`src/fsch_pkg.sv`:
```
// Constants, types and command codes for the settings command handler.
// Assumes whole 64-byte reports are handed in and out as flat vectors.
package fsch_pkg;
    localparam int REPORT_BYTES = 64;
    localparam int REPORT_BITS = 512;
    localparam logic [7:0] CMD_READ = 8'hB0;
    localparam logic [7:0] CMD_WRITE = 8'hB1;
    localparam logic [7:0] ST_OK = 8'h00;
    localparam logic [7:0] ST_UNSUP = 8'h01;
    localparam logic [7:0] ST_LOCKED = 8'h03;
    localparam logic [7:0] SUB_CHIP = 8'h00;
    localparam logic [7:0] SUB_GP = 8'h01;
    localparam logic [7:0] SUB_MFR = 8'h02;
    localparam logic [7:0] SUB_PROD = 8'h03;
    localparam logic [7:0] SUB_SERIAL = 8'h04;
    localparam logic [7:0] SUB_FACTORY = 8'h05;
    localparam int BYTE_CODE = 0;
    localparam int BYTE_STATUS = 1;
    localparam int BYTE_LEN = 2;
    localparam int BYTE_DATA = 4;
    localparam int BYTE_FLAGS = 2;
    localparam int BYTE_CLKDIV = 3;
    localparam int BYTE_DAC = 4;
    localparam int BIT_SER_EN = 7;
    localparam int BIT_RX_IDLE = 6;
    localparam int BIT_TX_IDLE = 5;
    localparam int BIT_I2C_IDLE = 4;
    localparam int BIT_SUS_IDLE = 3;
    localparam int BIT_CFG_IDLE = 2;
    localparam int BIT_DAC_SRC = 5;
    localparam logic [7:0] FACTORY_LEN = 8'h08;
    localparam logic [7:0] RST_FLAGS = 8'h00;
    localparam logic [7:0] RST_CLKDIV = 8'h00;
    localparam logic [7:0] RST_DAC = 8'h00;
    localparam logic [4:0] DIV_ONE = 5'h01;
    typedef enum logic [1:0] {
        FSCH_SEC_OPEN = 2'b00,
        FSCH_SEC_PASSWORD = 2'b01,
        FSCH_SEC_LOCK_A = 2'b10,
        FSCH_SEC_LOCK_B = 2'b11
    } fsch_sec_t;
    typedef struct packed {
        logic serial_enum_en;
        logic rx_idle;
        logic tx_idle;
        logic i2c_idle;
        logic sus_idle;
        logic cfg_idle;
        fsch_sec_t security;
        logic [4:0] clk_div;
        logic [1:0] dac_ref_level;
        logic dac_ref_vdd;
        logic [4:0] dac_code;
    } fsch_cfg_t;
    typedef struct packed {
        logic rx_busy;
        logic tx_busy;
        logic i2c_busy;
        logic i2c_pin_en;
        logic suspended;
        logic sus_pin_en;
        logic configured;
        logic cfg_pin_en;
    } fsch_act_t;
endpackage

```
`src/fsch_handler.sv`:
```
// Settings command handler: decodes reports, holds settings, drives pins.
// Assumes the host strobes a full report in i_cmd with i_cmd_valid;
// nonvolatile storage sits outside and is written via o_nv_* strobe.
`timescale 1ns/1ps
`default_nettype none
module fsch_handler
    import fsch_pkg::*;
#(
    parameter logic [63:0] FACTORY_SERIAL = 64'h3132333435363738
)
(
    input wire logic i_core_clk,
    input wire logic i_rst_n,
    input wire logic i_cmd_valid,
    input wire logic [REPORT_BITS-1:0] i_cmd,
    input wire logic [23:0] i_nv_boot,
    input wire logic i_unlocked,
    input wire logic i_rx_busy,
    input wire logic i_tx_busy,
    input wire logic i_i2c_busy,
    input wire logic i_i2c_pin_en,
    input wire logic i_suspended,
    input wire logic i_sus_pin_en,
    input wire logic i_configured,
    input wire logic i_cfg_pin_en,
    input wire logic i_clkout_en,
    output logic o_rsp_valid,
    output logic [REPORT_BITS-1:0] o_rsp,
    output logic o_nv_we,
    output logic [7:0] o_nv_sub,
    output logic [495:0] o_nv_data,
    output logic o_serial_enum_en,
    output logic o_rx_indicator,
    output logic o_tx_indicator,
    output logic o_i2c_indicator,
    output logic o_suspend_indicator,
    output logic o_configured_indicator,
    output logic [1:0] o_security,
    output logic o_clk_out,
    output logic [1:0] o_dac_ref_level,
    output logic o_dac_ref_vdd,
    output logic [4:0] o_dac_code
);
    fsch_cfg_t cfg_r;
    fsch_cfg_t cfg_nxt;
    fsch_act_t act_s1_r;
    fsch_act_t act_r;
    logic boot_r;
    logic boot_nxt;
    logic rsp_valid_r;
    logic rsp_valid_nxt;
    logic [REPORT_BITS-1:0] rsp_r;
    logic [REPORT_BITS-1:0] rsp_nxt;
    logic nv_we_r;
    logic nv_we_nxt;
    logic [7:0] nv_sub_r;
    logic [7:0] nv_sub_nxt;
    logic [495:0] nv_data_r;
    logic [495:0] nv_data_nxt;
    logic [5:0] ind_r;
    logic [5:0] ind_nxt;
    logic [7:0] c_code;
    logic [7:0] c_sub;
    logic [7:0] c_flags;
    logic [7:0] c_div;
    logic [7:0] c_dac;
    logic [7:0] b_flags;
    logic [7:0] b_div;
    logic [7:0] b_dac;
    logic clk_pin;

    // Byte views of the incoming report and boot image
    assign c_code = i_cmd[BYTE_CODE*8 +: 8];
    assign c_sub = i_cmd[BYTE_STATUS*8 +: 8];
    assign c_flags = i_cmd[BYTE_FLAGS*8 +: 8];
    assign c_div = i_cmd[BYTE_CLKDIV*8 +: 8];
    assign c_dac = i_cmd[BYTE_DAC*8 +: 8];
    assign b_flags = i_nv_boot[7:0];
    assign b_div = i_nv_boot[15:8];
    assign b_dac = i_nv_boot[23:16];

    // Activity inputs come from other domains and pins
    always_ff @(posedge i_core_clk)
    begin
        if (!i_rst_n)
        begin
            act_s1_r <= '0;
            act_r <= '0;
        end
        else
        begin
            act_s1_r <= {i_rx_busy, i_tx_busy, i_i2c_busy, i_i2c_pin_en,
                         i_suspended, i_sus_pin_en, i_configured, i_cfg_pin_en};
            act_r <= act_s1_r;
        end
    end

    // Command decode, settings update and response forming
    always_comb
    begin
        cfg_nxt = cfg_r;
        boot_nxt = 1'b0;
        rsp_valid_nxt = 1'b0;
        rsp_nxt = rsp_r;
        nv_we_nxt = 1'b0;
        nv_sub_nxt = nv_sub_r;
        nv_data_nxt = nv_data_r;
        if (boot_r)
        begin
            // Apply stored settings once after reset release
            cfg_nxt.serial_enum_en = b_flags[BIT_SER_EN];
            cfg_nxt.rx_idle = b_flags[BIT_RX_IDLE];
            cfg_nxt.tx_idle = b_flags[BIT_TX_IDLE];
            cfg_nxt.i2c_idle = b_flags[BIT_I2C_IDLE];
            cfg_nxt.sus_idle = b_flags[BIT_SUS_IDLE];
            cfg_nxt.cfg_idle = b_flags[BIT_CFG_IDLE];
            cfg_nxt.security = fsch_sec_t'(b_flags[1:0]);
            cfg_nxt.clk_div = b_div[4:0];
            cfg_nxt.dac_ref_level = b_dac[7:6];
            cfg_nxt.dac_ref_vdd = b_dac[BIT_DAC_SRC];
            cfg_nxt.dac_code = b_dac[4:0];
        end
        else if (i_cmd_valid && c_code == CMD_READ && c_sub == SUB_FACTORY)
        begin
            rsp_valid_nxt = 1'b1;
            rsp_nxt = '0;
            rsp_nxt[BYTE_CODE*8 +: 8] = CMD_READ;
            rsp_nxt[BYTE_STATUS*8 +: 8] = ST_OK;
            rsp_nxt[BYTE_LEN*8 +: 8] = FACTORY_LEN;
            rsp_nxt[BYTE_DATA*8 +: 64] = FACTORY_SERIAL;
        end
        else if (i_cmd_valid && c_code == CMD_WRITE)
        begin
            rsp_valid_nxt = 1'b1;
            rsp_nxt = '0;
            rsp_nxt[BYTE_CODE*8 +: 8] = CMD_WRITE;
            if (c_sub > SUB_SERIAL)
            begin
                rsp_nxt[BYTE_STATUS*8 +: 8] = ST_UNSUP;
            end
            else if (cfg_r.security == FSCH_SEC_LOCK_A || cfg_r.security == FSCH_SEC_LOCK_B ||
                     (cfg_r.security == FSCH_SEC_PASSWORD && !i_unlocked)) // Lock ignores password
            begin
                rsp_nxt[BYTE_STATUS*8 +: 8] = ST_LOCKED;
            end
            else
            begin
                rsp_nxt[BYTE_STATUS*8 +: 8] = ST_OK;
                nv_we_nxt = 1'b1;
                nv_sub_nxt = c_sub;
                nv_data_nxt = i_cmd[REPORT_BITS-1:16];
                if (c_sub == SUB_CHIP)
                begin
                    cfg_nxt.serial_enum_en = c_flags[BIT_SER_EN];
                    cfg_nxt.rx_idle = c_flags[BIT_RX_IDLE];
                    cfg_nxt.tx_idle = c_flags[BIT_TX_IDLE];
                    cfg_nxt.i2c_idle = c_flags[BIT_I2C_IDLE];
                    cfg_nxt.sus_idle = c_flags[BIT_SUS_IDLE];
                    cfg_nxt.cfg_idle = c_flags[BIT_CFG_IDLE];
                    cfg_nxt.security = fsch_sec_t'(c_flags[1:0]);
                    cfg_nxt.clk_div = c_div[4:0];
                    cfg_nxt.dac_ref_level = c_dac[7:6];
                    cfg_nxt.dac_ref_vdd = c_dac[BIT_DAC_SRC];
                    cfg_nxt.dac_code = c_dac[4:0];
                end
            end
        end
    end

    // Indicator pins: idle level, inverted while active
    always_comb
    begin
        ind_nxt[0] = cfg_r.rx_idle ^ act_r.rx_busy;
        ind_nxt[1] = cfg_r.tx_idle ^ act_r.tx_busy;
        ind_nxt[2] = cfg_r.i2c_idle ^ (act_r.i2c_busy & act_r.i2c_pin_en);
        ind_nxt[3] = cfg_r.sus_idle ^ (act_r.suspended & act_r.sus_pin_en);
        ind_nxt[4] = cfg_r.cfg_idle ^ (act_r.configured & act_r.cfg_pin_en);
        ind_nxt[5] = 1'b0;
    end

    always_ff @(posedge i_core_clk)
    begin
        if (!i_rst_n)
        begin
            cfg_r <= '0;
            boot_r <= 1'b1;
            rsp_valid_r <= 1'b0;
            rsp_r <= '0;
            nv_we_r <= 1'b0;
            nv_sub_r <= 8'h00;
            nv_data_r <= '0;
            ind_r <= 6'h00;
        end
        else
        begin
            cfg_r <= cfg_nxt;
            boot_r <= boot_nxt;
            rsp_valid_r <= rsp_valid_nxt;
            rsp_r <= rsp_nxt;
            nv_we_r <= nv_we_nxt;
            nv_sub_r <= nv_sub_nxt;
            nv_data_r <= nv_data_nxt;
            ind_r <= ind_nxt;
        end
    end

    // Divided clock for the general purpose pin
    fsch_clkdiv u_clkdiv (
        .i_core_clk(i_core_clk),
        .i_rst_n(i_rst_n),
        .i_en(i_clkout_en),
        .i_div(cfg_r.clk_div),
        .o_clk(clk_pin)
    );

    assign o_rsp_valid = rsp_valid_r;
    assign o_rsp = rsp_r;
    assign o_nv_we = nv_we_r;
    assign o_nv_sub = nv_sub_r;
    assign o_nv_data = nv_data_r;
    assign o_serial_enum_en = cfg_r.serial_enum_en;
    assign o_rx_indicator = ind_r[0];
    assign o_tx_indicator = ind_r[1];
    assign o_i2c_indicator = ind_r[2];
    assign o_suspend_indicator = ind_r[3];
    assign o_configured_indicator = ind_r[4];
    assign o_security = cfg_r.security;
    assign o_clk_out = clk_pin;
    assign o_dac_ref_level = cfg_r.dac_ref_level;
    assign o_dac_ref_vdd = cfg_r.dac_ref_vdd;
    assign o_dac_code = cfg_r.dac_code;
endmodule
`default_nettype wire

```
`src/fsch_clkdiv.sv`:
```
// Clock output divider producing a toggling pin level.
// Assumes one core clock; divide value taken in whole cycles.
`timescale 1ns/1ps
`default_nettype none
module fsch_clkdiv
    import fsch_pkg::*;
(
    input wire logic i_core_clk,
    input wire logic i_rst_n,
    input wire logic i_en,
    input wire logic [4:0] i_div,
    output logic o_clk
);
    logic [4:0] cnt_r;
    logic [4:0] cnt_nxt;
    logic out_r;
    logic out_nxt;

    // Count to the divide value, toggle on wrap
    always_comb
    begin
        cnt_nxt = cnt_r + DIV_ONE;
        out_nxt = out_r;
        if (!i_en)
        begin
            cnt_nxt = 5'h00;
            out_nxt = 1'b0;
        end
        else if (cnt_r + DIV_ONE >= i_div)
        begin
            cnt_nxt = 5'h00;
            out_nxt = ~out_r;
        end
    end

    always_ff @(posedge i_core_clk)
    begin
        if (!i_rst_n)
        begin
            cnt_r <= 5'h00;
            out_r <= 1'b0;
        end
        else
        begin
            cnt_r <= cnt_nxt;
            out_r <= out_nxt;
        end
    end

    assign o_clk = out_r;
endmodule
`default_nettype wire

```
`config.mk`:
```
export PLATFORM = sky130hd
export DESIGN_NAME = fsch_handler
export DESIGN_NICKNAME = d
export VERILOG_FILES = /design/src/fsch_pkg.sv /design/src/fsch_handler.sv /design/src/fsch_clkdiv.sv
export SDC_FILE = /design/constraint.sdc
export NUM_CORES = 1
export LEC_CHECK = 0
export ABC_AREA = 1
export BUFFER_PORTS_ARGS = -buffer_cell sky130_fd_sc_hd__buf_2
export CAP_MARGIN = 20
export CORE_AREA = 2 2 618 620
export CTS_CLUSTER_SIZE = 24
export DETAILED_ROUTE_END_ITERATION = 12
export DIE_AREA = 0 0 620 622
export GPL_TIMING_DRIVEN = 0
export HOLD_SLACK_MARGIN = 0.02
export PLACE_DENSITY = 0.3
export SETUP_SLACK_MARGIN = 0.05
export SLEW_MARGIN = 20
export SYNTH_ARGS = -nofsm -noshare
export SYNTH_HDL_FRONTEND = slang
export SYNTH_SLANG_ARGS = --single-unit
```
`constraint.sdc`:
```
create_clock -name i_core_clk -period 2.37 [get_ports i_core_clk]
set_clock_uncertainty 0.15 [all_clocks]
set_input_delay 0.237 -clock i_core_clk [delete_from_list [all_inputs] [get_ports i_core_clk]]
set_output_delay 0.237 -clock i_core_clk [all_outputs]
set_load 0.05 [all_outputs]
```
==> impl_metrics.env <==
export IMPL_fp_dieW_um=620
export IMPL_clkSlewWorstSetupHoldPaths_ns=0.06
export IMPL_buffer_ports_inserted=1103
export IMPL_final_nets=6091
export IMPL_ys_ff_latch=560
export IMPL_end_kind="register"
export IMPL_cellPowerDensity_nw_per_um2=546
export IMPL_outcome="completed"
export IMPL_tritoncts="yes"
export IMPL_critPathLaunchType="register"
export IMPL_crit_chain="inv_2 > nor2_4 > nor2_4 > nand3_4 > nor2_8 > buf_12 > inv_16 > buf_16 > buf_16 > buf_12 > nor2_4 > nor2_1"
export IMPL_swShare_pct=29.9
export IMPL_holdPathEnd="u_clkdiv.cnt_r[0]"
export IMPL_hold_viol=0
export IMPL_netlist_area_sq_um=23900
export IMPL_vias=28100
export IMPL_gp_congestion=0.849
export IMPL_critPathMaxStageDelay_ns=0.32
export IMPL_relSlewSlack_pct=31.7
export IMPL_fin_crit_ns=2.29
export IMPL_grt_max_degree=31
export IMPL_worstPathArrival_ns=2.79
export IMPL_ys_warn_count=0
export IMPL_post_dp_hpwl_um=165000
export IMPL_synth_yosys_seq_area_share_pct=46.9
export IMPL_p_switching_mw=8.08
export IMPL_drive_above_1_share_pct=35.9
export IMPL_period_share_pct=96.4
export IMPL_cp_slowest_cell="dfxtp_2"
export IMPL_clk_path_buf_depth=4
export IMPL_utilization_pct=13.1
export IMPL_die_area_sq_um=386000
export IMPL_antenna_left=0
export IMPL_r2r_end="o_nv_data[236]"
export IMPL_setup_violations=0
export IMPL_firstDrtPassIters=5
export IMPL_crit_type="reg -> reg"
export IMPL_hp_class="in -> reg"
export IMPL_fin_cells=10600
export IMPL_rsz0062_at_grt="yes"
export IMPL_syn_to_final_growth_pct=107
export IMPL_grt_overflow=0
export IMPL_fmaxAchievable_ghz=0.437
export IMPL_rows=226
export IMPL_leakagePower_nw=24.1
export IMPL_timing_rr_start="o_security[0]"
export IMPL_cap_violations=0
export IMPL_antenna_found_initial=59
export IMPL_die_h_um=622
export IMPL_finalWorstSetupSlack_ns=0.0841
export IMPL_drt_iter0_markers=1085
export IMPL_cts_buffers=85
export IMPL_reg2reg_slack_ns=0.08
export IMPL_n_fill_cell=43900
export IMPL_dp_cells=9656
export IMPL_drv_slew=0
export IMPL_grt_pass1_wl_um=248000
export IMPL_combPwrFrac_pct=17.1
export IMPL_hold_depth=3
export IMPL_crit_required_ns=2.87
export IMPL_setup_tns_ns=0
export IMPL_clock_sinks=560
export IMPL_intPower_mw=18.9
export IMPL_vdd_drop_max_uv=525
export IMPL_synthCells=3054
export IMPL_p_seq_share_pct=35.1
export IMPL_timing_critical_path_mode_cell="nor2_4"
export IMPL_io_pin_count=1584
export IMPL_grt_util_all_layers_pct=9.52
export IMPL_wl_um=193000
export IMPL_htree_num_levels=3
export IMPL_core_area_sq_um=378000
export IMPL_reg2reg_depth=12
export IMPL_place_ws_ns=-1.03
export IMPL_pwr_share_clk_pct=47.7
export IMPL_ctsRootBufferMaster="clkbuf_16"
export IMPL_start_util_pct=6.32
export IMPL_clk_latency_ns=0.80
export IMPL_min_delay_start="i_rst_n"
export IMPL_vias_per_cell=2.64
export IMPL_drcViolationCount=0
export IMPL_wl_per_cell_um=18.2
export IMPL_worst_pin_slew_ns=1.02
export IMPL_grt_pass1_vias=27800
export IMPL_synth_distinct_cells=30
export IMPL_synth_avg_cell_area_sq_um=7.83
export IMPL_worst_path_max_fanout=8
-- per-stage QoR --
step                      total power [mW]  cell area, sq um  hold slack, ns
after floorplan                       12.3             25700           0.185
after global placement                13.1             37500           0.257
after detailed placement              13.1             37700           0.247
after CTS                             27.7             48900          0.0207
after global routing                  28.2             49500          0.0408
final                                 27.0             49500          0.0535
-- worst max-delay path, delay by kind of cell, from the launching register on --
| kind | cells | cell delay (ns) |
|---|---|---|
| buffers and inverters | 6 | 0.79 |
| AND/OR/NAND/NOR | 6 | 0.73 |
| flip-flops | 1 | 0.32 |
-- power groups by stage --
stage	clock network [mW]	logic [mW]	registers [mW]
final	12.9	4.63	9.49
after global routing	13.8	4.89	9.49
after CTS	13.6	4.57	9.49
after detailed placement	0	3.40	9.69
after global placement	0	3.39	9.69
after floorplan	0	2.57	9.72
-- final cells by class --
cell class	instances	area (sq um)	share of cell area (%)
diodes	33	82.6	0.167
plain buffers	692	5300	10.7
clock buffers	120	2450	4.95
clock inverters	27	290	0.586
inverters	78	322	0.650
multi-input cells	2198	9660	19.5
flip-flops and latches	560	11200	22.7
well taps	5016	6280	12.7
repair buffers	1921	13900	28.1
-- layout by cell type, fill, tap and decap left out, drive strengths merged --
cell	Yosys	layout
a211oi	1	1
a21o	1	1
a21oi	25	25
buf	627	1742
bufinv	0	4
clkbuf	66	199
clkinv	0	16
clkinvlp	0	4
conb	1	476
dfxtp	560	560
diode	0	33
dlygate4sd3	0	791
dlymetal6s4s	0	1
ha	6	6
inv	78	81
nand2	75	75
nand3	37	37
nand3b	1	1
nand4	4	4
nor2	1050	1050
nor2b	1	1
nor3	2	2
o21ai	511	511
xnor2	2	2
xor2	6	6
-- worst max-delay path by stage --
stage          cells after the start           endpoint         startpoint  slack (ns)
6_report                          12     o_nv_data[236]      o_security[0]        0.08
5_1_grt                           12     o_nv_data[236]      o_security[0]       -0.01
3_5_place_dp                      10     o_nv_data[172]      o_security[0]       -1.03
4_1_cts                           11     o_nv_data[322]      o_security[0]       0.009
2_1_floorplan                     11  u_clkdiv.cnt_r[0]  u_clkdiv.cnt_r[0]        0.37
3_3_place_gp                      10     o_nv_data[324]      o_security[0]       -2.02
-- registers in the layout, indices dropped and copies added (netlist names), 2 cells and up --
name	flops
act_s1_r	8
o_security	2
o_dac_ref_level	2
act_r	8
o_dac_code	5
u_clkdiv.cnt_r	5
cfg_r	10
ind_r	5
o_nv_data	496
o_rsp	5
o_nv_sub	8
-- synth_stat cells --
library cell	number	area (sq um)
o21ai_1	103	515
buf_6	55	619
nor2_4	1	11.3
a21oi_1	25	125
o21ai_0	408	2040
nand4_1	4	25.0
conb_1	1	3.75
ha_1	6	75.1
nor2_8	1	20.0
xnor2_1	2	17.5
nor2b_1	1	6.26
inv_1	76	285
nor2_2	3	18.8
inv_4	1	6.26
xor2_1	6	52.6
dfxtp_1	560	11200
nor2_1	1045	3920
inv_2	1	3.75
nand3b_1	1	7.51
a21o_1	1	7.51
nand3_1	35	175
nand3_2	1	10.0
buf_2	41	205
nand2_1	75	282
nor3_1	2	10.0
clkbuf_1	66	248
nand3_4	1	17.5
a211oi_1	1	7.51
buf_4	528	3960
buf_1	3	11.3
-- timing repair --
action | 4_1_cts | 5_1_grt
pin swaps | 4 | 6
endpoints found under the setup margin | 529 | 347
endpoints found under the hold margin | 540 | 0
resized for setup | 113 | 137
setup buffers | 11 | 5
gates cloned | 0 | 2
hold buffers | 792 | 0
-- logic make-up (layout without fill, tap and decap cells) --
kind of cell,Yosys count,after routing,synth area share [%]
simple gates,1170,1170,18.8
buf+inv,771,2838,22.3
flops,560,560,46.9
compound gates,538,538,11.3
xor+xnor,8,8,0.293
fa+ha+maj,6,6,0.314
other cells,1,509,0.0157
-- per-layer routing --
metal / vias up / GRT usage [%] / wire length (um)
met4: 16 / 3.32 / 7000
met3: 264 / 2.90 / 15100
met1: 13100 / 9.97 / 71100
met5: - / 0 / 100
li1: 13700 / - / -
met2: 1072 / 17.8 / 99900
Note: power is estimated with default switching activity, not from simulation.
